===== src/hdl/swr_pkg.sv =====
// Purpose: Shared constants and types for the standby wake request control
// Assumes: 8-bit byte address, 32-bit data, one word per register
// Notes: Offsets are byte addresses on the plain register port
package swr_pkg;
    // Register byte offsets
    localparam logic [7:0] ADDR_WAKE_C = 8'h00;
    localparam logic [7:0] ADDR_WAKE_D = 8'h04;
    localparam logic [7:0] ADDR_CLEAR = 8'h08;
    localparam logic [7:0] ADDR_NMI = 8'h0c;
    localparam logic [7:0] ADDR_IRQ_STAT = 8'h10;
    localparam logic [7:0] ADDR_IRQ_MASK = 8'h14;

    // Wake mode register layout
    localparam int LVL_LSB = 4;
    localparam int LVL_MSB = 6;
    localparam int SEEN_LSB = 2;
    localparam int SEEN_MSB = 3;
    localparam int EN_BIT = 0;
    localparam logic [31:0] MODE_RESET = 32'h2020_2020;
    localparam logic [31:0] MODE_WR_MASK = 32'h7171_7171;

    // Active level selection codes
    localparam logic [2:0] LVL_LOW = 3'h0;
    localparam logic [2:0] LVL_HIGH = 3'h1;
    localparam logic [2:0] LVL_FALL = 3'h2;
    localparam logic [2:0] LVL_RISE = 3'h3;
    localparam logic [2:0] LVL_BOTH = 3'h4;

    // Detected edge codes
    localparam logic [1:0] SEEN_NONE = 2'h0;
    localparam logic [1:0] SEEN_RISE = 2'h1;
    localparam logic [1:0] SEEN_FALL = 2'h2;

    // Request clear codes
    localparam int CLR_MSB = 4;
    localparam logic [4:0] CLR_EXT0 = 5'h00;
    localparam logic [4:0] CLR_EXT1 = 5'h01;
    localparam logic [4:0] CLR_EXT2 = 5'h02;
    localparam logic [4:0] CLR_EXT3 = 5'h03;
    localparam logic [4:0] CLR_EXT4 = 5'h04;
    localparam logic [4:0] CLR_CEC_RX = 5'h06;
    localparam logic [4:0] CLR_REMOTE_RX = 5'h07;
    localparam logic [4:0] CLR_RTC = 5'h08;
    localparam logic [4:0] CLR_CEC_TX = 5'h0c;
    localparam int OTHER_CLR_W = 7;

    // NMI flag positions
    localparam int NMI_WDT_BIT = 0;
    localparam int NMI_PIN_BIT = 1;

    // Interrupt status and mask layout
    localparam int IRQ_W = 4;
    localparam int IRQ_RTC = 0;
    localparam int IRQ_CEC_TX = 1;
    localparam int IRQ_NMI_PIN = 2;
    localparam int IRQ_NMI_WDT = 3;

    typedef struct packed {
        logic pending;
        logic [1:0] edge_seen;
        logic hit;
    } swr_wake_stat_t;
endpackage


===== src/hdl/swr_wake_src.sv =====
// Purpose: One wake request source: level/edge detect, pending, edge record
// Assumes: Source line is synchronous to ref_clk_in
// Notes: Instantiated once each for the RTC and CEC transmit wake sources
`timescale 1ns/1ps
module swr_wake_src (
    input wire logic ref_clk_in,
    input wire logic rst_n_in,
    input wire logic [2:0] level_sel_in,
    input wire logic enable_in,
    input wire logic src_in,
    input wire logic clear_in,
    output swr_pkg::swr_wake_stat_t stat_out
);
    logic src_d_r;
    logic pending_r;
    logic pending_nxt;
    logic [1:0] seen_r;
    logic [1:0] seen_nxt;
    logic rise;
    logic fall;
    logic match;
    logic hit;
    logic both_mode;

    assign rise = src_in & ~src_d_r;
    assign fall = ~src_in & src_d_r;
    assign both_mode = (level_sel_in == swr_pkg::LVL_BOTH);
    assign match = (level_sel_in == swr_pkg::LVL_LOW) ? ~src_in :
                   (level_sel_in == swr_pkg::LVL_HIGH) ? src_in :
                   (level_sel_in == swr_pkg::LVL_FALL) ? fall :
                   (level_sel_in == swr_pkg::LVL_RISE) ? rise :
                   both_mode ? (rise | fall) : 1'b0;
    assign hit = match & enable_in;
    // A new request in the clear cycle survives
    assign pending_nxt = hit | (pending_r & ~clear_in);
    // Edge only recorded in both-edges mode
    assign seen_nxt = (hit && both_mode) ?
                      (rise ? swr_pkg::SEEN_RISE : swr_pkg::SEEN_FALL) :
                      clear_in ? swr_pkg::SEEN_NONE : seen_r;

    always_ff @(posedge ref_clk_in or negedge rst_n_in) begin
        if (!rst_n_in) begin
            src_d_r <= 1'b0;
            pending_r <= 1'b0;
            seen_r <= 2'h0;
        end else begin
            src_d_r <= src_in;
            pending_r <= pending_nxt;
            seen_r <= seen_nxt;
        end
    end

    // One driver for the whole struct keeps the output a single net
    assign stat_out = '{pending: pending_r, edge_seen: seen_r, hit: hit};
endmodule


===== src/hdl/swr_ctrl.sv =====
// Purpose: Standby wake request control registers and NMI source flags
// Assumes: One clock, synchronous inputs, plain register port
// Notes: Unmapped reads return zero, unmapped writes are ignored
// Functional notes
// - RTC detected-edge field at bits 3-2 is read-only status
// - CEC transmit detected-edge field at bits 3-2 is read-only status
// - Detected-edge field only meaningful in both-edges level mode
// - Clearing a wake request also zeroes its detected-edge field
// - 5-bit clear code selects which source's pending request clears
// - NMI flag bit 1 marks pin source, bit 0 watchdog source
// - Reading NMI flag register clears both flags
`timescale 1ns/1ps
module swr_ctrl (
    input wire logic ref_clk_in,
    input wire logic rst_n_in,
    input wire logic [7:0] addr_in,
    input wire logic [31:0] wr_data_in,
    input wire logic wr_en_in,
    input wire logic rd_en_in,
    input wire logic rtc_interrupt_in,
    input wire logic cec_transmit_interrupt_in,
    input wire logic nmi_pin_in,
    input wire logic nmi_watchdog_in,
    output logic [31:0] rd_data_out,
    output logic rtc_wake_req_out,
    output logic cec_tx_wake_req_out,
    output logic [6:0] other_clear_out,
    output logic irq_out
);
    logic [31:0] mode_c_r;
    logic [31:0] mode_d_r;
    logic [1:0] nmi_flags_r;
    logic [1:0] nmi_flags_nxt;
    logic [3:0] irq_stat_r;
    logic [3:0] irq_stat_nxt;
    logic [3:0] irq_mask_r;
    logic [31:0] rd_data_r;
    logic rtc_wake_r;
    logic cec_wake_r;
    logic [6:0] other_clear_r;
    logic irq_r;

    swr_pkg::swr_wake_stat_t rtc_stat;
    swr_pkg::swr_wake_stat_t cec_stat;

    wire sel_c = (addr_in == swr_pkg::ADDR_WAKE_C);
    wire sel_d = (addr_in == swr_pkg::ADDR_WAKE_D);
    wire sel_clr = (addr_in == swr_pkg::ADDR_CLEAR);
    wire sel_nmi = (addr_in == swr_pkg::ADDR_NMI);
    wire sel_stat = (addr_in == swr_pkg::ADDR_IRQ_STAT);
    wire sel_mask = (addr_in == swr_pkg::ADDR_IRQ_MASK);

    wire wr_c = wr_en_in & sel_c;
    wire wr_d = wr_en_in & sel_d;
    wire wr_clr = wr_en_in & sel_clr;
    wire wr_stat = wr_en_in & sel_stat;
    wire wr_mask = wr_en_in & sel_mask;
    wire rd_nmi = rd_en_in & sel_nmi;

    wire [2:0] rtc_wake_level_sel =
        mode_c_r[swr_pkg::LVL_MSB:swr_pkg::LVL_LSB];
    wire rtc_wake_en = mode_c_r[swr_pkg::EN_BIT];
    wire [2:0] cec_tx_wake_level_sel =
        mode_d_r[swr_pkg::LVL_MSB:swr_pkg::LVL_LSB];
    wire cec_tx_wake_en = mode_d_r[swr_pkg::EN_BIT];
    wire [1:0] rtc_wake_edge_seen = rtc_stat.edge_seen;
    wire [1:0] cec_tx_wake_edge_seen = cec_stat.edge_seen;

    // Clear code decode; reserved and prohibited codes match nothing
    wire [4:0] wake_req_clear_code = wr_data_in[swr_pkg::CLR_MSB:0];
    wire clr_rtc = wr_clr &&
        (wake_req_clear_code == swr_pkg::CLR_RTC);
    wire clr_cec_tx = wr_clr &&
        (wake_req_clear_code == swr_pkg::CLR_CEC_TX);
    wire [6:0] other_clear_nxt = {
        wr_clr && (wake_req_clear_code == swr_pkg::CLR_REMOTE_RX),
        wr_clr && (wake_req_clear_code == swr_pkg::CLR_CEC_RX),
        wr_clr && (wake_req_clear_code == swr_pkg::CLR_EXT4),
        wr_clr && (wake_req_clear_code == swr_pkg::CLR_EXT3),
        wr_clr && (wake_req_clear_code == swr_pkg::CLR_EXT2),
        wr_clr && (wake_req_clear_code == swr_pkg::CLR_EXT1),
        wr_clr && (wake_req_clear_code == swr_pkg::CLR_EXT0)
    };

    swr_wake_src u_rtc_src (
        .ref_clk_in(ref_clk_in),
        .rst_n_in(rst_n_in),
        .level_sel_in(rtc_wake_level_sel),
        .enable_in(rtc_wake_en),
        .src_in(rtc_interrupt_in),
        .clear_in(clr_rtc),
        .stat_out(rtc_stat)
    );

    swr_wake_src u_cec_tx_src (
        .ref_clk_in(ref_clk_in),
        .rst_n_in(rst_n_in),
        .level_sel_in(cec_tx_wake_level_sel),
        .enable_in(cec_tx_wake_en),
        .src_in(cec_transmit_interrupt_in),
        .clear_in(clr_cec_tx),
        .stat_out(cec_stat)
    );

    // Set wins over the read that clears, so no NMI is lost
    wire [1:0] nmi_set = {nmi_pin_in, nmi_watchdog_in};
    assign nmi_flags_nxt = nmi_set |
        (nmi_flags_r & {2{~rd_nmi}});

    wire [3:0] irq_events = {nmi_watchdog_in, nmi_pin_in,
                             cec_stat.hit, rtc_stat.hit};
    assign irq_stat_nxt = irq_events |
        (irq_stat_r & ~({4{wr_stat}} & wr_data_in[3:0]));

    // Read views; reserved bits and the clear register read zero
    wire [31:0] mode_c_view = (mode_c_r & swr_pkg::MODE_WR_MASK) |
        {28'h0, rtc_wake_edge_seen, 2'h0};
    wire [31:0] mode_d_view = (mode_d_r & swr_pkg::MODE_WR_MASK) |
        {28'h0, cec_tx_wake_edge_seen, 2'h0};
    wire [31:0] rd_mux = sel_c ? mode_c_view :
                         sel_d ? mode_d_view :
                         sel_nmi ? {30'h0, nmi_flags_r} :
                         sel_stat ? {28'h0, irq_stat_r} :
                         sel_mask ? {28'h0, irq_mask_r} :
                         32'h0;

    always_ff @(posedge ref_clk_in or negedge rst_n_in) begin
        if (!rst_n_in) begin
            mode_c_r <= swr_pkg::MODE_RESET;
            mode_d_r <= swr_pkg::MODE_RESET;
        end else begin
            // Writable groups kept so they read back
            if (wr_c) begin
                mode_c_r <= wr_data_in & swr_pkg::MODE_WR_MASK;
            end
            if (wr_d) begin
                mode_d_r <= wr_data_in & swr_pkg::MODE_WR_MASK;
            end
        end
    end

    always_ff @(posedge ref_clk_in or negedge rst_n_in) begin
        if (!rst_n_in) begin
            nmi_flags_r <= 2'h0;
            irq_stat_r <= 4'h0;
            irq_mask_r <= 4'h0;
        end else begin
            nmi_flags_r <= nmi_flags_nxt;
            irq_stat_r <= irq_stat_nxt;
            if (wr_mask) begin
                irq_mask_r <= wr_data_in[3:0];
            end
        end
    end

    always_ff @(posedge ref_clk_in or negedge rst_n_in) begin
        if (!rst_n_in) begin
            rd_data_r <= 32'h0;
            rtc_wake_r <= 1'b0;
            cec_wake_r <= 1'b0;
            other_clear_r <= 7'h0;
            irq_r <= 1'b0;
        end else begin
            rd_data_r <= rd_en_in ? rd_mux : 32'h0;
            rtc_wake_r <= rtc_stat.pending;
            cec_wake_r <= cec_stat.pending;
            other_clear_r <= other_clear_nxt;
            // One cycle behind the status, traded for a flopped output
            irq_r <= |(irq_stat_r & irq_mask_r);
        end
    end

    assign rd_data_out = rd_data_r;
    assign rtc_wake_req_out = rtc_wake_r;
    assign cec_tx_wake_req_out = cec_wake_r;
    assign other_clear_out = other_clear_r;
    assign irq_out = irq_r;
endmodule


===== config.mk =====
export PLATFORM = sky130hd
export DESIGN_NAME = swr_ctrl
export DESIGN_NICKNAME = d
export VERILOG_FILES = /design/src/hdl/swr_pkg.sv /design/src/hdl/swr_wake_src.sv /design/src/hdl/swr_ctrl.sv
export SDC_FILE = /design/constraint.sdc
export NUM_CORES = 1
export LEC_CHECK = 0
export ABC_AREA = 1
export BUFFER_PORTS_ARGS = -buffer_cell sky130_fd_sc_hd__buf_2
export CAP_MARGIN = 25
export CORE_ASPECT_RATIO = 0.9
export CORE_MARGIN = 5
export CORE_UTILIZATION = 45
export DETAILED_ROUTE_END_ITERATION = 16
export GPL_ROUTABILITY_DRIVEN = 0
export PLACE_DENSITY = 0.77
export SETUP_SLACK_MARGIN = 0.1
export SLEW_MARGIN = 20
export SYNTH_ARGS = -nofsm -noshare
export SYNTH_HDL_FRONTEND = slang
export SYNTH_SLANG_ARGS = --single-unit
export TNS_END_PERCENT = 20

===== constraint.sdc =====
create_clock -name ref_clk_in -period 1.4 [get_ports ref_clk_in]
set_input_delay 0.07 -clock ref_clk_in [delete_from_list [all_inputs] [get_ports ref_clk_in]]
set_output_delay 0.07 -clock ref_clk_in [all_outputs]
set_load 0.05 [all_outputs]

=== Word level (Yosys, flattened, before mapping) ===
Cells that the tools add are included.

* Reductions and logical operators: 18
* Muxes and demuxes: 22
* Eq/ne operators: 21
* Bitwise logic cells: 34

{| class="wikitable"
|+ Operators by type and width
! cell !! number
|-
| $mux 31 || 3
|-
| $or 31x4->31 || 2
|-
| $eq 8x4->1 const B || 2
|-
| $eq 8x5->1 const B || 2
|-
| $eq 5x3->1 const B || 3
|-
| $and 1x1->1 || 14
|-
| $and 4x4->4 || 3
|-
| $eq 3x2->1 const B || 4
|-
| $mux 2 || 6
|-
| $mux 4 || 3
|-
| $logic_and 1x1->1 || 11
|-
| $eq 5x2->1 const B || 2
|-
| $eq 5x4->1 const B || 2
|-
| $mux 1 || 10
|-
| $eq 8x3->1 const B || 1
|-
| $logic_not 8->1 || 1
|-
| $not 1->1 || 7
|-
| $eq 3x1->1 const B || 2
|-
| $eq 3x3->1 const B || 2
|-
| $logic_not 3->1 || 2
|-
| $eq 5x1->1 const B || 1
|-
| $logic_not 5->1 || 1
|-
| $not 4->4 || 1
|-
| $or 1x1->1 || 4
|-
| other kinds (5) || 6
|}

* Word-level logic and storage cells: 111
* Register bits: 91
* Input bits: 48
* Output and inout bits: 42

=== Logic depth before layout (Yosys ltp) ===
Gate-level depths: netlist of run 1.

* Word-level depth: 11
* Depth in mapped cells: 10
* Mapped depth without buffers: 10

=== Modules after synthesis ===
Synthesis of run 1 repeated with hierarchy kept, for this count alone.

* Cells, all modules: 419
* Area, all modules: 3847.4 um^2

{| class="wikitable"
|+ By module, submodules not included
! module !! seq. area each (um^2) !! area each (um^2) !! cells each !! times used
|-
| swr_ctrl || 1786.7 || 3291.9 || 341 || 1
|-
| swr_wake_src || 100.1 || 277.8 || 39 || 2
|}

=== Least setup slack after synthesis of run 1 ===
No wires, ideal clock.

* Path type: register to register
* Start: register u_cec_tx_src.src_d_r
* End: register irq_stat_r[1]
* Library setup time: 120 ps
* Required time: 1280 ps
* Buffers on the path: 0
* Clock period less this slack: 1105 ps
* Arrival time: 985 ps
* Stages on the path, launching flop included: 11
* Slack: 295 ps
* Cell sequence: dfrtp_1 inv_1 ha_1 inv_1 nand2_1 o211ai_1 nand2_1 nand3b_1 nand2_1 nand2_1 nand2_1

* Word-level cells in the longest chain between the ends: 10
* Elaborated cells between the ends (all ways): 11
* Those cells by class: mux: 5; bitwise: 6

{| class="wikitable"
|+ RTL lines
! item !! RTL line !! text
|-
| from (decl) || swr_wake_src.sv:14 || <nowiki>logic src_d_r;</nowiki>
|-
| from (signal assigned) || swr_wake_src.sv:47 || <nowiki>src_d_r <= src_in;</nowiki>
|-
| $not 1->1 || swr_wake_src.sv:25 || <nowiki>assign rise = src_in & ~src_d_r;</nowiki>
|-
| $and 1x1->1 || swr_wake_src.sv:25 ||
|-
| $or 1x1->1 || swr_wake_src.sv:32 || <nowiki>both_mode ? (rise | fall) : 1'b0;</nowiki>
|-
| $mux 1 || swr_wake_src.sv:32 ||
|-
| $mux 1 || swr_wake_src.sv:31 || <nowiki>(level_sel_in == swr_pkg::LVL_RISE) ? rise :</nowiki>
|-
| $mux 1 * || swr_wake_src.sv:30 || <nowiki>(level_sel_in == swr_pkg::LVL_FALL) ? fall :</nowiki>
|-
| $mux 1 * || swr_wake_src.sv:29 || <nowiki>(level_sel_in == swr_pkg::LVL_HIGH) ? src_in :</nowiki>
|-
| $mux 1 * || swr_wake_src.sv:28 || <nowiki>assign match = (level_sel_in == swr_pkg::LVL_LOW) ? ~src_in :</nowiki>
|-
| $and 1x1->1 * || swr_wake_src.sv:33 || <nowiki>assign hit = match & enable_in;</nowiki>
|-
| $or 4x4->4 * || swr_ctrl.sv:112 || <nowiki>assign irq_stat_nxt = irq_events |</nowiki>
|-
| net irq_stat_nxt[1] || swr_ctrl.sv:35 || <nowiki>logic [3:0] irq_stat_nxt;</nowiki>
|-
| to (signal assigned) || swr_ctrl.sv:149 || <nowiki>irq_stat_r <= irq_stat_nxt;</nowiki>
|-
| to (decl) || swr_ctrl.sv:34 || <nowiki>logic [3:0] irq_stat_r;</nowiki>
|}

The timed path passes the listed nets; every way through them passes the cells marked *.
A chain may end at the register's enable or synchronous reset.

=== Final worst setup path of run 1 ===
* Start: input wr_data_in[0]
* End: register u_rtc_src.seen_r[1]

* Word-level cells in the longest chain between the ends: 3

{| class="wikitable"
|+ RTL lines
! item !! RTL line !! text
|-
| from (decl) || swr_ctrl.sv:17 || <nowiki>input wire logic [31:0] wr_data_in,</nowiki>
|-
| $eq 5x4->1 || swr_ctrl.sv:72 || <nowiki>(wake_req_clear_code == swr_pkg::CLR_RTC);</nowiki>
|-
| $logic_and 1x1->1 || swr_ctrl.sv:71 || <nowiki>wire clr_rtc = wr_clr &&</nowiki>
|-
| $reduce_bool 2->1 (no source line) || -- ||
|-
| to (signal assigned) || swr_wake_src.sv:49 || <nowiki>seen_r <= seen_nxt;</nowiki>
|-
| to (decl) || swr_wake_src.sv:17 || <nowiki>logic [1:0] seen_r;</nowiki>
|}

No other way between the ends.

==> metrics.md, run 1 <==
| Metric | Value |
|---|---|
| Global Route Usage Sum | 0.1617 |
| Synth top area share | 0.4778 |
| ANT cells | 0 |
| Worst path cell trace | dlygate4sd3_1 -> buf_2 -> inv_1 -> nand2_1 -> nor4_1 -> nand2_1 -> nand3_1 -> nand2_1 |
| Final std cells w/o fill | 596 |
| Fin nets | 545 |
| Max Cap Viol | 0 |
| # rows | 31 |
| Clock tree buffer depth | 2 |
| Commonest register cell after synthesis | dfrtp_1 |
| Arrival time worst endpoint | 1.48 ns |
| Crit-path slowest cell | dlygate4sd3_1 |
| RSZ-0062 raised after global routing | yes |
| Area delta synth->final | 21.30% |
| Delay-heaviest family, CP | buffers and inverters |
| Area contributors post-synth | dfrtp_1 48%, nand2_1 12%, o21ai_2 7.5% |
| Critical path fanouts, max | 4 |
| Hold crit path type | primary input to flop |
| Number of synthesized flops with an enable pin | 0 |
| Layout cell share with drive strength beyond 1 | 0.2978 |
| Placed insts | 562 |
| Mux contribution to synthesized area | 0 |
| Top cells by count, synth | 119 x nand2_1, 71 x dfrtp_1, 47 x inv_1, 32 x o21ai_2 |
| Grt ovf | 0 |
| Hold Path Stages | 3 |
| Post-Synth XOR/XNOR Area | 0 |
| Final hold violations | 0 |
| CP most frequent cell | nand2_1 |
| Initial DRT Pass Iterations | 4 |
| Root Buffer | clkbuf_8 |
| Skew-Pair Late Insertion Delay | 0.35 ns |
| Vias | 2,864 |
| Max stage delay on crit path | 0.53 ns |
| Synth async-reset ratio | 1.000 |
| Mapped Cells | 403 |
| Final setup TNS | 0 ns |
| Drt total wl | 7800 µm |
| # clock sinks | 79 |
| Die ar. | 10,180 µm² |
| Die width | 105.8 µm |
| Slew Limit Fails | 0 |
| Fin crit period | 1.246 ns |
| Die Ht | 96.24 µm |
| Top-level port count | 90 |
| Vias in the first global route | 2,735 |
| Final HPWL DP | 5622 µm |
| Largest net degree at the start of global routing | 36 |
| Comb power frac | 0.130 |
| Crit share post-route | 0.8903 |
| Clk slew on worst S/H paths | 0.07 ns |
| Synthesis-stage register bit count | 79 |
| Initial antenna violation count | 0 |
| Synth Area in Simple Gates | 0.2194 |
| Drt initial violations | 211 |
| Power Density | 1110 nW/µm² |
| CTS tree | built |
| Routed Antenna Nets | 0 |
| Overall power | 5.005 mW |
| Total CTS buffers | 9 |
| Synth area leader | dfrtp_1 |
| Post-synth cell types | 28 |
| Psw | 1.333 mW |
| CP required | 1.63 ns |
| Synth Area in Compound Gates | 0.1279 |
| Skew final | 0.01135 ns |
| Worst reg2reg path depth | 7 |
| Critical path class | primary input to flop |
| Pleak | 2.367 nW |
| CP Depth | 8 |
| Synth Warn # | 0 |
| Count of buffer and inverter cells on the critical path | 3 |
| Share of power burned in registers | 0.502 |
| Sequential area share after synthesis | 0.5343 |
| Max VDD drop | 415.9 µV |
| Largest family of logic cells by synthesized area | simple AND/OR/NAND/NOR gates |
| Outcome | finished clean |
| Netlist Area Pre-Place | 3719 µm² |
| Setup Fix Bufs, Post-CTS | 0 |
| Final worst slack | 0.1536 ns |
| Final setup fails | 0 |
| First-pass GRT wire length | 12,970 µm |
| Fin Hold WS | 0.01297 ns |
| H-tree lvl count | 3 |
| DRC viols | 0 |
| Via density | 4.805 |
| Number of port buffers | 63 |
| Internal Power | 3.672 mW |
| Startpoint Class | primary input |
| Crit end category | flop |
| Synthesized-area fraction occupied by adder cells | 0.01346 |
| Most frequent cell after synthesis | nand2_1 |
| Initial Util | 0.4609 |
| Max Freq | 802.3 MHz |
| Mean Syn Cell Area | 9.227 µm² |
| Drt wl/cell | 13.09 µm |
| Placement-stage worst setup slack | -0.02889 ns |
| Core Area | 8068 µm² |
| Clk pwr share | 0.368 |
| Switch share | 0.2663 |
==> cell usage in the layout (no fill, tap or decap), types with 3 or more instances in the layout <==
| master | instances |
|---|---|
| dfrtp_1 | 71 |
| o21ai_0 | 9 |
| nor4_1 | 3 |
| buf_4 | 7 |
| a21oi_1 | 21 |
| dfstp_2 | 8 |
| nor2_1 | 20 |
| nand2_2 | 4 |
| o21a_1 | 4 |
| nand2_4 | 3 |
| buf_2 | 61 |
| clkbuf_8 | 10 |
| o21ai_2 | 32 |
| nand2_1 | 116 |
| inv_1 | 46 |
| inv_2 | 6 |
| conb_1 | 13 |
| dlygate4sd3_1 | 19 |
| nand3_1 | 14 |
| nand4_1 | 6 |
==> timing repair <==
item,4_1_cts,5_1_grt
endpoints found under the hold margin,95,0
setup endpoints to repair,0,6
hold buffers,19,0
gates resized for setup,0,8
==> sequential cells by signal (all words and copies together) (netlist names) <==
register	flops
rd_data_out	19
other_clear_out	7
nmi_flags_r	2
rtc_wake_req_out	1
u_rtc_src.src_d_r	1
u_rtc_src.seen_r	2
cec_tx_wake_req_out	1
irq_stat_r	4
u_cec_tx_src.src_d_r	1
u_cec_tx_src.seen_r	2
u_cec_tx_src.pending_r	1
u_rtc_src.pending_r	1
irq_out	1
irq_mask_r	4
mode_c_r	16
mode_d_r	16
==> power groups by stage <==
stage | logic, mW | clock network, mW | registers, mW
after floorplan | 0.328 | 0 | 2.64
after global placement | 0.591 | 0 | 2.55
after detailed placement | 0.610 | 0 | 2.55
after CTS | 0.651 | 1.89 | 2.51
after global routing | 0.721 | 1.98 | 2.53
final | 0.652 | 1.84 | 2.51
==> routing by layer <==
metal | share of wire | vias to the layer above | track usage
met5 | 0 | - | 0
met4 | 0.018 | 0 | 0.07012
met3 | 0.060 | 13 | 0.03353
met2 | 0.49 | 85 | 0.2649
met1 | 0.44 | 1333 | 0.2104
li1 | - | 1433 | -
==> metrics by stage <==
step / utilization / area (µm²)
after floorplan: - / 3764
final: 0.5591 / 4511
after global placement: 0.5056 / 4079
after global routing: 0.5591 / 4511
after detailed placement: 0.5056 / 4079
after CTS: 0.5565 / 4489
==> cells by family (layout without fill, tap and decap cells) <==
family,count (synthesis),in the layout
other cells,1,13
fa+ha+maj,4,4
compound gates,68,68
buf+inv,74,156
flops,79,79
simple gates,177,177
==> worst paths after layout <==
| kind | endpoint | start | slack, ns |
|---|---|---|---|
| setup / recovery | u_rtc_src.seen_r[1]$_DFFE_PN0P_ | wr_data_in[0] | 0.15 |
| hold / removal | mode_c_r[24]$_DFFE_PN0P_ | wr_data_in[24] | 0.01 |
| setup reg to reg | irq_stat_r[0]$_DFF_PN0_ | mode_c_r[5]$_DFFE_PN1P_ | 0.18 |
| hold reg to reg | rtc_wake_req_out$_DFF_PN0_ | u_rtc_src.pending_r$_DFF_PN0_ | 0.39 |
| max in group asynchronous | mode_c_r[21]$_DFFE_PN1P_ | rst_n_in | 0.58 |
| min in group asynchronous | rd_data_out[8]$_DFF_PN0_ | rst_n_in | 0.18 |
==> tightest hold or removal path, stage by stage <==
cell and delay, ns:
buf_2 0.10, inv_1 0.08, o21ai_2 0.06
==> cell type report <==
type / instances / area (µm²)
fill: 710 / 3557
sequential: 79 / 1987
multi-input combinational: 262 / 1405
timing repair buffer: 89 / 579.3
inverter: 52 / 195.2
clock buffer: 10 / 137.6
tap: 99 / 123.9
clock inverter: 5 / 82.58
(Power assumes the default switching activity.)
==> run 2, diff against run 1 <==
==> constraint.sdc (replaced) <==
create_clock -name ref_clk_in -period 1.4 [get_ports ref_clk_in]
set_input_delay 0.28 -clock ref_clk_in [delete_from_list [all_inputs] [get_ports ref_clk_in]]
set_output_delay 0.28 -clock ref_clk_in [all_outputs]
set_load 0.05 [all_outputs]
==> run 2 against run 1 <==
Clock power about the same. Sequential power is essentially flat. Cell area rose by 0.50%. Flip-flop and latch count stayed put. Core utilization grew 0.28 points. Hold slack improved by 0.079 ns. Largest power group unchanged.
==> metrics.md, run 2 (synthesized netlist as in run 1, its figures left out) <==
| Metric | Value |
|---|---|
| Die ar. | 10,180 µm² (unchanged) |
| Drt total wl | 7981 µm (+2.3%) |
| Hold crit path type | primary input to flop |
| Internal Power | 3.621 mW (-1.4%) |
| H-tree lvl count | 3 (unchanged) |
| Share of power burned in registers | 0.501 (about the same) |
| Max FFs per register | 19 (unchanged) |
| Critical path class | flop to flop |
| Commonest non-fill, non-tap cell in the layout | nand2_1 |
| Grt ovf | 0 (unchanged) |
| Crit-path slowest cell | dfrtp_1 |
| Vias | 2,846 (-0.63%) |
| Arrival time worst endpoint | 1.51 ns (+0.03 ns) |
| Final HPWL DP | 6056 µm (+7.7%) |
| Via density | 4.775 (-0.63%) |
| Power Density | 1107 nW/µm² (-0.22%) |
| Total CTS buffers | 9 (unchanged) |
| Skew final | 0.009073 ns (-0.002275 ns) |
| Crit end category | flop |
| First-pass GRT wire length | 13,340 µm (+2.9%) |
| Die Ht | 96.24 µm (unchanged) |
| Vias in the first global route | 2,853 (+4.3%) |
| Global Route Usage Sum | 0.1678 (+0.006128) |
| Final setup fails | 0 (unchanged) |
| Die width | 105.8 µm (unchanged) |
| Max stage delay on crit path | 0.39 ns (-0.14 ns) |
| Register-to-register setup slack | 0.13 ns (-0.05 ns) |
| Initial Util | 0.4609 (unchanged) |
| Core Area | 8068 µm² (unchanged) |
| Top-level port count | 90 (unchanged) |
| CP required | 1.63 ns (about the same) |
| # clock sinks | 79 (unchanged) |
| Clk slew on worst S/H paths | 0.08 ns (about the same) |
| Crit share post-route | 0.9088 (+0.01848) |
| Outcome | finished clean |
| Routed Antenna Nets | 0 (unchanged) |
| Area delta synth->final | 21.90% |
| Clock tree buffer depth | 2 (unchanged) |
| Fin crit period | 1.272 ns (+0.02587 ns) |
| Clk pwr share | 0.371 (+0.003) |
| Pleak | 2.397 nW (+1.3%) |
| RSZ-0062 raised after global routing | yes |
| Psw | 1.398 mW (+4.9%) |
| Delay-heaviest family, CP | flip-flops |
| Slew Limit Fails | 0 (unchanged) |
| Count of buffer and inverter cells on the critical path | 1 (-2) |
| Initial antenna violation count | 0 (unchanged) |
| Fin nets | 544 (-0.18%) |
| Number of port buffers | 63 (unchanged) |
| CTS tree | built |
| Startpoint Class | flop |
| Drt wl/cell | 13.39 µm (+2.3%) |
| DRC viols | 0 (unchanged) |
| End-of-flow core utilization | 0.5619 (+0.002792) |
| Max Cap Viol | 0 (unchanged) |
| Largest net degree at the start of global routing | 46 (+28%) |
| Worst path cell trace | buf_4 -> ha_4 -> o211ai_1 -> nand2_1 -> nand2_1 -> nand2_1 -> nand2_2 -> nand2_1 |
| Drt initial violations | 96 (-55%) |
| Overall power | 5.019 mW (+0.28%) |
| # rows | 31 (unchanged) |
| Switch share | 0.2786 (+0.01229) |
| Most frequent cells in the layout | 117 x nand2_1, 71 x dfrtp_1, 62 x buf_2 |
| Critical path fanouts, max | 2 (-2) |
| Max VDD drop | 493.1 µV (+19%) |
| Layout cell share with drive strength beyond 1 | 0.3320 (+0.03421) |
| Root Buffer | clkbuf_8 |
| Skew-Pair Late Insertion Delay | 0.35 ns (about the same) |
| CP most frequent cell | nand2_1 |
| Final setup TNS | 0 ns (unchanged) |
| Comb power frac | 0.128 (-0.002) |
| Max Freq | 786.0 MHz (-2.0%) |
| ANT cells | 0 (unchanged) |
| Final hold violations | 0 (unchanged) |
| Initial DRT Pass Iterations | 4 (unchanged) |
[run 2: cell count changes in the layout (fill, tap and decap cells not counted), moves of 2 or more]
cell / before / now
dlygate4sd3_1: 19 / 1
buf_4: 7 / 18
buf_12: 1 / 7
clkinvlp_4: 0 / 2
[run 2: repair_timing]
action / 4_1_cts / 5_1_grt
resized for setup: 0 / 6
hold buffers: 1 / 0
hold endpoints to repair: 71 / 0
endpoints found under the setup margin: 0 / 7
setup buffers: 0 / 1
[run 2: layout make-up]
type / instances / area, µm²
Tap cell: 99 / 123.9
Clock inverter: 7 / 97.59
Timing Repair Buffer: 88 / 595.6
Fill cell: 714 / 3535
Clock buffer: 9 / 123.9
Multi-Input combinational cell: 262 / 1410
Sequential cell: 79 / 1987
Inverter: 52 / 195.2
[run 2: metrics by stage]
stage,area [µm²],setup WS [ns],std cells,hold slack [ns]
after global routing,4533,0.01965,596,0.06428
after CTS,4506,0.1082,595,0.07556
final,4533,0.1277,596,0.09238
after floorplan,3764,0.1199,415,-0.01559
after global placement,4274,-0.04465,578,0.2634
after detailed placement,4274,-0.09260,578,0.2687
[run 2: power groups by stage]
stage / Sequential [mW] / Clock [mW] / Combinational, mW
3_3_place_gp: 2.55 / 0 / 0.615
6_report: 2.51 / 1.86 / 0.644
3_5_place_dp: 2.56 / 0 / 0.638
2_1_floorplan: 2.64 / 0 / 0.328
4_1_cts: 2.52 / 1.91 / 0.643
5_1_grt: 2.53 / 2.03 / 0.709
[run 2: metal layers]
metal  routed length [µm]  up-vias  GRT usage
met5                    0        -          0
met4                  116        0    0.04962
met3                  436       10    0.05902
met2                 4071       59     0.2877
met1                 3356     1347     0.2018
li1                     -     1430          -
[run 2: worst paths after layout]
path                                                  start                              to  cells past startpoint
setup / recovery                u_rtc_src.src_d_r$_DFF_PN0_   u_rtc_src.pending_r$_DFF_PN0_                      8
hold / removal                    cec_transmit_interrupt_in  u_cec_tx_src.src_d_r$_DFF_PN0_                      1
max in group asynchronous                          rst_n_in        mode_c_r[21]$_DFFE_PN1P_                      3
setup reg to reg                u_rtc_src.src_d_r$_DFF_PN0_   u_rtc_src.pending_r$_DFF_PN0_                      8
hold reg to reg            u_cec_tx_src.pending_r$_DFF_PN0_   cec_tx_wake_req_out$_DFF_PN0_                      0
min in group asynchronous                          rst_n_in        rd_data_out[5]$_DFF_PN0_                      3
==> run 3, diff against run 2 <==
--- a/config.mk
+++ b/config.mk
@@ -6,14 +6,14 @@
 export NUM_CORES = 1
 export LEC_CHECK = 0
 export ABC_AREA = 1
-export BUFFER_PORTS_ARGS = -buffer_cell sky130_fd_sc_hd__buf_2
 export CAP_MARGIN = 25
 export CORE_ASPECT_RATIO = 0.9
 export CORE_MARGIN = 5
 export CORE_UTILIZATION = 45
 export DETAILED_ROUTE_END_ITERATION = 16
+export DONT_BUFFER_PORTS = 1
 export GPL_ROUTABILITY_DRIVEN = 0
-export PLACE_DENSITY = 0.77
+export PLACE_DENSITY = 0.68
 export SETUP_SLACK_MARGIN = 0.1
 export SLEW_MARGIN = 20
 export SYNTH_ARGS = -nofsm -noshare
==> run 3 against run 2 <==
The run now ends with negative hold slack left. Sequential power increased by 5%. Largest cell class unchanged. Non-clock buffer count shrank 76. Largest power group unchanged. Die area is the same. Critical path type is now flop to primary output.
==> metrics.md, run 3 (synthesized netlist as in run 1, its figures left out) <==
| Metric | Value |
|---|---|
| Outcome | finished with violations |
| Failing checks | negative hold slack |
| Slew Limit Fails | 0 (unchanged) |
| Final HPWL DP | 5516 µm (-8.9%) |
| Vias | 2,599 (-8.7%) |
| ANT cells | 0 (unchanged) |
| Arrival time worst endpoint | 0.99 ns (-0.52 ns) |
| Die Ht | 96.24 µm (unchanged) |
| Clock tree buffer depth | 2 (unchanged) |
| Fillers | 768 (+7.6%) |
| CP required | 1.12 ns (-0.51 ns) |
| Final hold violations | 79 (+79) |
| Final setup fails | 0 (unchanged) |
| # clock sinks | 79 (unchanged) |
| Clk slew on worst S/H paths | 0.08 ns (about the same) |
| Skew final | 0.008313 ns (-0.0007599 ns) |
| Drt wl/cell | 15.02 µm (+12%) |
| Fin crit period | 1.268 ns (-0.003963 ns) |
| Root Buffer | clkbuf_8 |
| RSZ-0062 raised after global routing | yes |
| Vias in the first global route | 2,582 (-9.5%) |
| Worst reg2reg path depth | 7 (-1) |
| Pleak | 2.017 nW (-16%) |
| First-pass GRT wire length | 12,830 µm (-3.9%) |
| Number of port buffers | 0 (-100%) |
| DRC viols | 0 (unchanged) |
| Crit end category | primary output |
| Die ar. | 10,180 µm² (unchanged) |
| Startpoint Class | flop |
| Max FFs per register | 19 (unchanged) |
| Max Cap Viol | 0 (unchanged) |
| Critical path class | flop to primary output |
| Area delta synth->final | 9.388% |
| Fin Hold WS | -0.3761 ns (-0.4685 ns) |
| Total CTS buffers | 9 (unchanged) |
| Initial Util | 0.4609 (unchanged) |
| Overall power | 4.823 mW (-3.9%) |
| Initial antenna violation count | 0 (unchanged) |
| Commonest non-fill, non-tap cell in the layout | nand2_1 |
| Routed Antenna Nets | 0 (unchanged) |
| Hold crit path type | primary input to asynchronous set/reset pin |
| Crit share post-route | 0.9059 (-0.002831) |
| Layout cell share with drive strength beyond 1 | 0.2162 (-0.1158) |
| Power Density | 1186 nW/µm² (+7.1%) |
| Core Area | 8068 µm² (unchanged) |
| Worst R2R Start | mode_c_r[5]$_DFFE_PN1P_ |
| Capturing point of the worst reg2reg path | irq_stat_r[0]$_DFF_PN0_ |
| Register-to-register setup slack | 0.17 ns (+0.04 ns) |
| Skew-Pair Late Insertion Delay | 0.34 ns (about the same) |
| Drt initial violations | 180 (+88%) |
| H-tree lvl count | 3 (unchanged) |
| Post-CTS Hold Fix Bufs | 2 (+1) |
| Top-level port count | 90 (unchanged) |
| Fin nets | 468 (-14%) |
| Initial DRT Pass Iterations | 4 (unchanged) |
| Max VDD drop | 541.0 µV (+9.7%) |
| CTS tree | built |
| Final setup TNS | 0 ns (unchanged) |
| Grt ovf | 0 (unchanged) |
| Die width | 105.8 µm (unchanged) |
| Most frequent cells in the layout | 116 x nand2_1, 71 x dfrtp_1, 45 x inv_1 |
| Via density | 4.998 (+4.7%) |
| Drt total wl | 7810 µm (-2.1%) |
| Critical path fanouts, max | 1 (-1) |
| # rows | 31 (unchanged) |
| Global Route Usage Sum | 0.1636 (-0.004248) |
| Max Freq | 788.5 MHz (+0.31%) |
| Largest net degree at the start of global routing | 80 (+74%) |
[run 3: layout make-up]
| class | instances | area, µm² | share of cell area |
|---|---|---|---|
| Clock buffer | 10 | 127.6 | 0.03137 |
| Clock inverter | 6 | 86.33 | 0.02122 |
| Inverter | 52 | 195.2 | 0.04799 |
| Multi-Input combinational cell | 262 | 1415 | 0.3479 |
| Sequential cell | 79 | 1987 | 0.4885 |
| Tap cell | 99 | 123.9 | 0.03045 |
| Timing Repair Buffer | 12 | 132.6 | 0.03261 |
[run 3: timing repair]
item,CTS,global route
endpoints found under the setup margin,1,15
pin swaps,0,9
resized for setup,1,10
hold endpoints to repair,81,79
buffers inserted,0,2
[run 3: worst max path at each step]
stage,startpoint,to,slack [ns],cells past startpoint
after floorplan,addr_in[0],mode_c_r[22]$_DFFE_PN0P_,0.12,9
after global placement,addr_in[7],mode_d_r[22]$_DFFE_PN0P_,-0.03,6
after detailed placement,addr_in[7],mode_d_r[4]$_DFFE_PN0P_,-0.06,6
after CTS,rd_data_out[24]$_DFF_PN0_,rd_data_out[24],0.10,0
after global routing,u_rtc_src.src_d_r$_DFF_PN0_,irq_stat_r[0]$_DFF_PN0_,0.06,10
final,rd_data_out[30]$_DFF_PN0_,rd_data_out[30],0.13,0
[run 3: report_power, final]
part	internal [mW]	switching, mW
logic	0.117	0.251
clock network	1.00	0.825
registers	2.42	0.204
total	3.54	1.28
[run 3: metrics by stage]
| step | utilization | cells | worst slack, ns | instance area [µm²] |
|---|---|---|---|---|
| after floorplan | - | 415 | 0.1199 | 3764 |
| after global placement | 0.4702 | 500 | -0.03124 | 3794 |
| after detailed placement | 0.4702 | 500 | -0.05628 | 3794 |
| after CTS | 0.4995 | 518 | 0.1026 | 4030 |
| after global routing | 0.5042 | 520 | 0.05623 | 4068 |
| final | 0.5042 | 520 | 0.1317 | 4068 |
[run 3: routing by layer]
metal  wire length (µm)  vias up  part of all wire  global-route usage
met4                115        0             0.015             0.05502
li1                   -     1275                 -                   -
met2               3713       71              0.48              0.2564
met5                  0        -                 0                   0
met3                479        8             0.061             0.05500
met1               3502     1245              0.45              0.2150
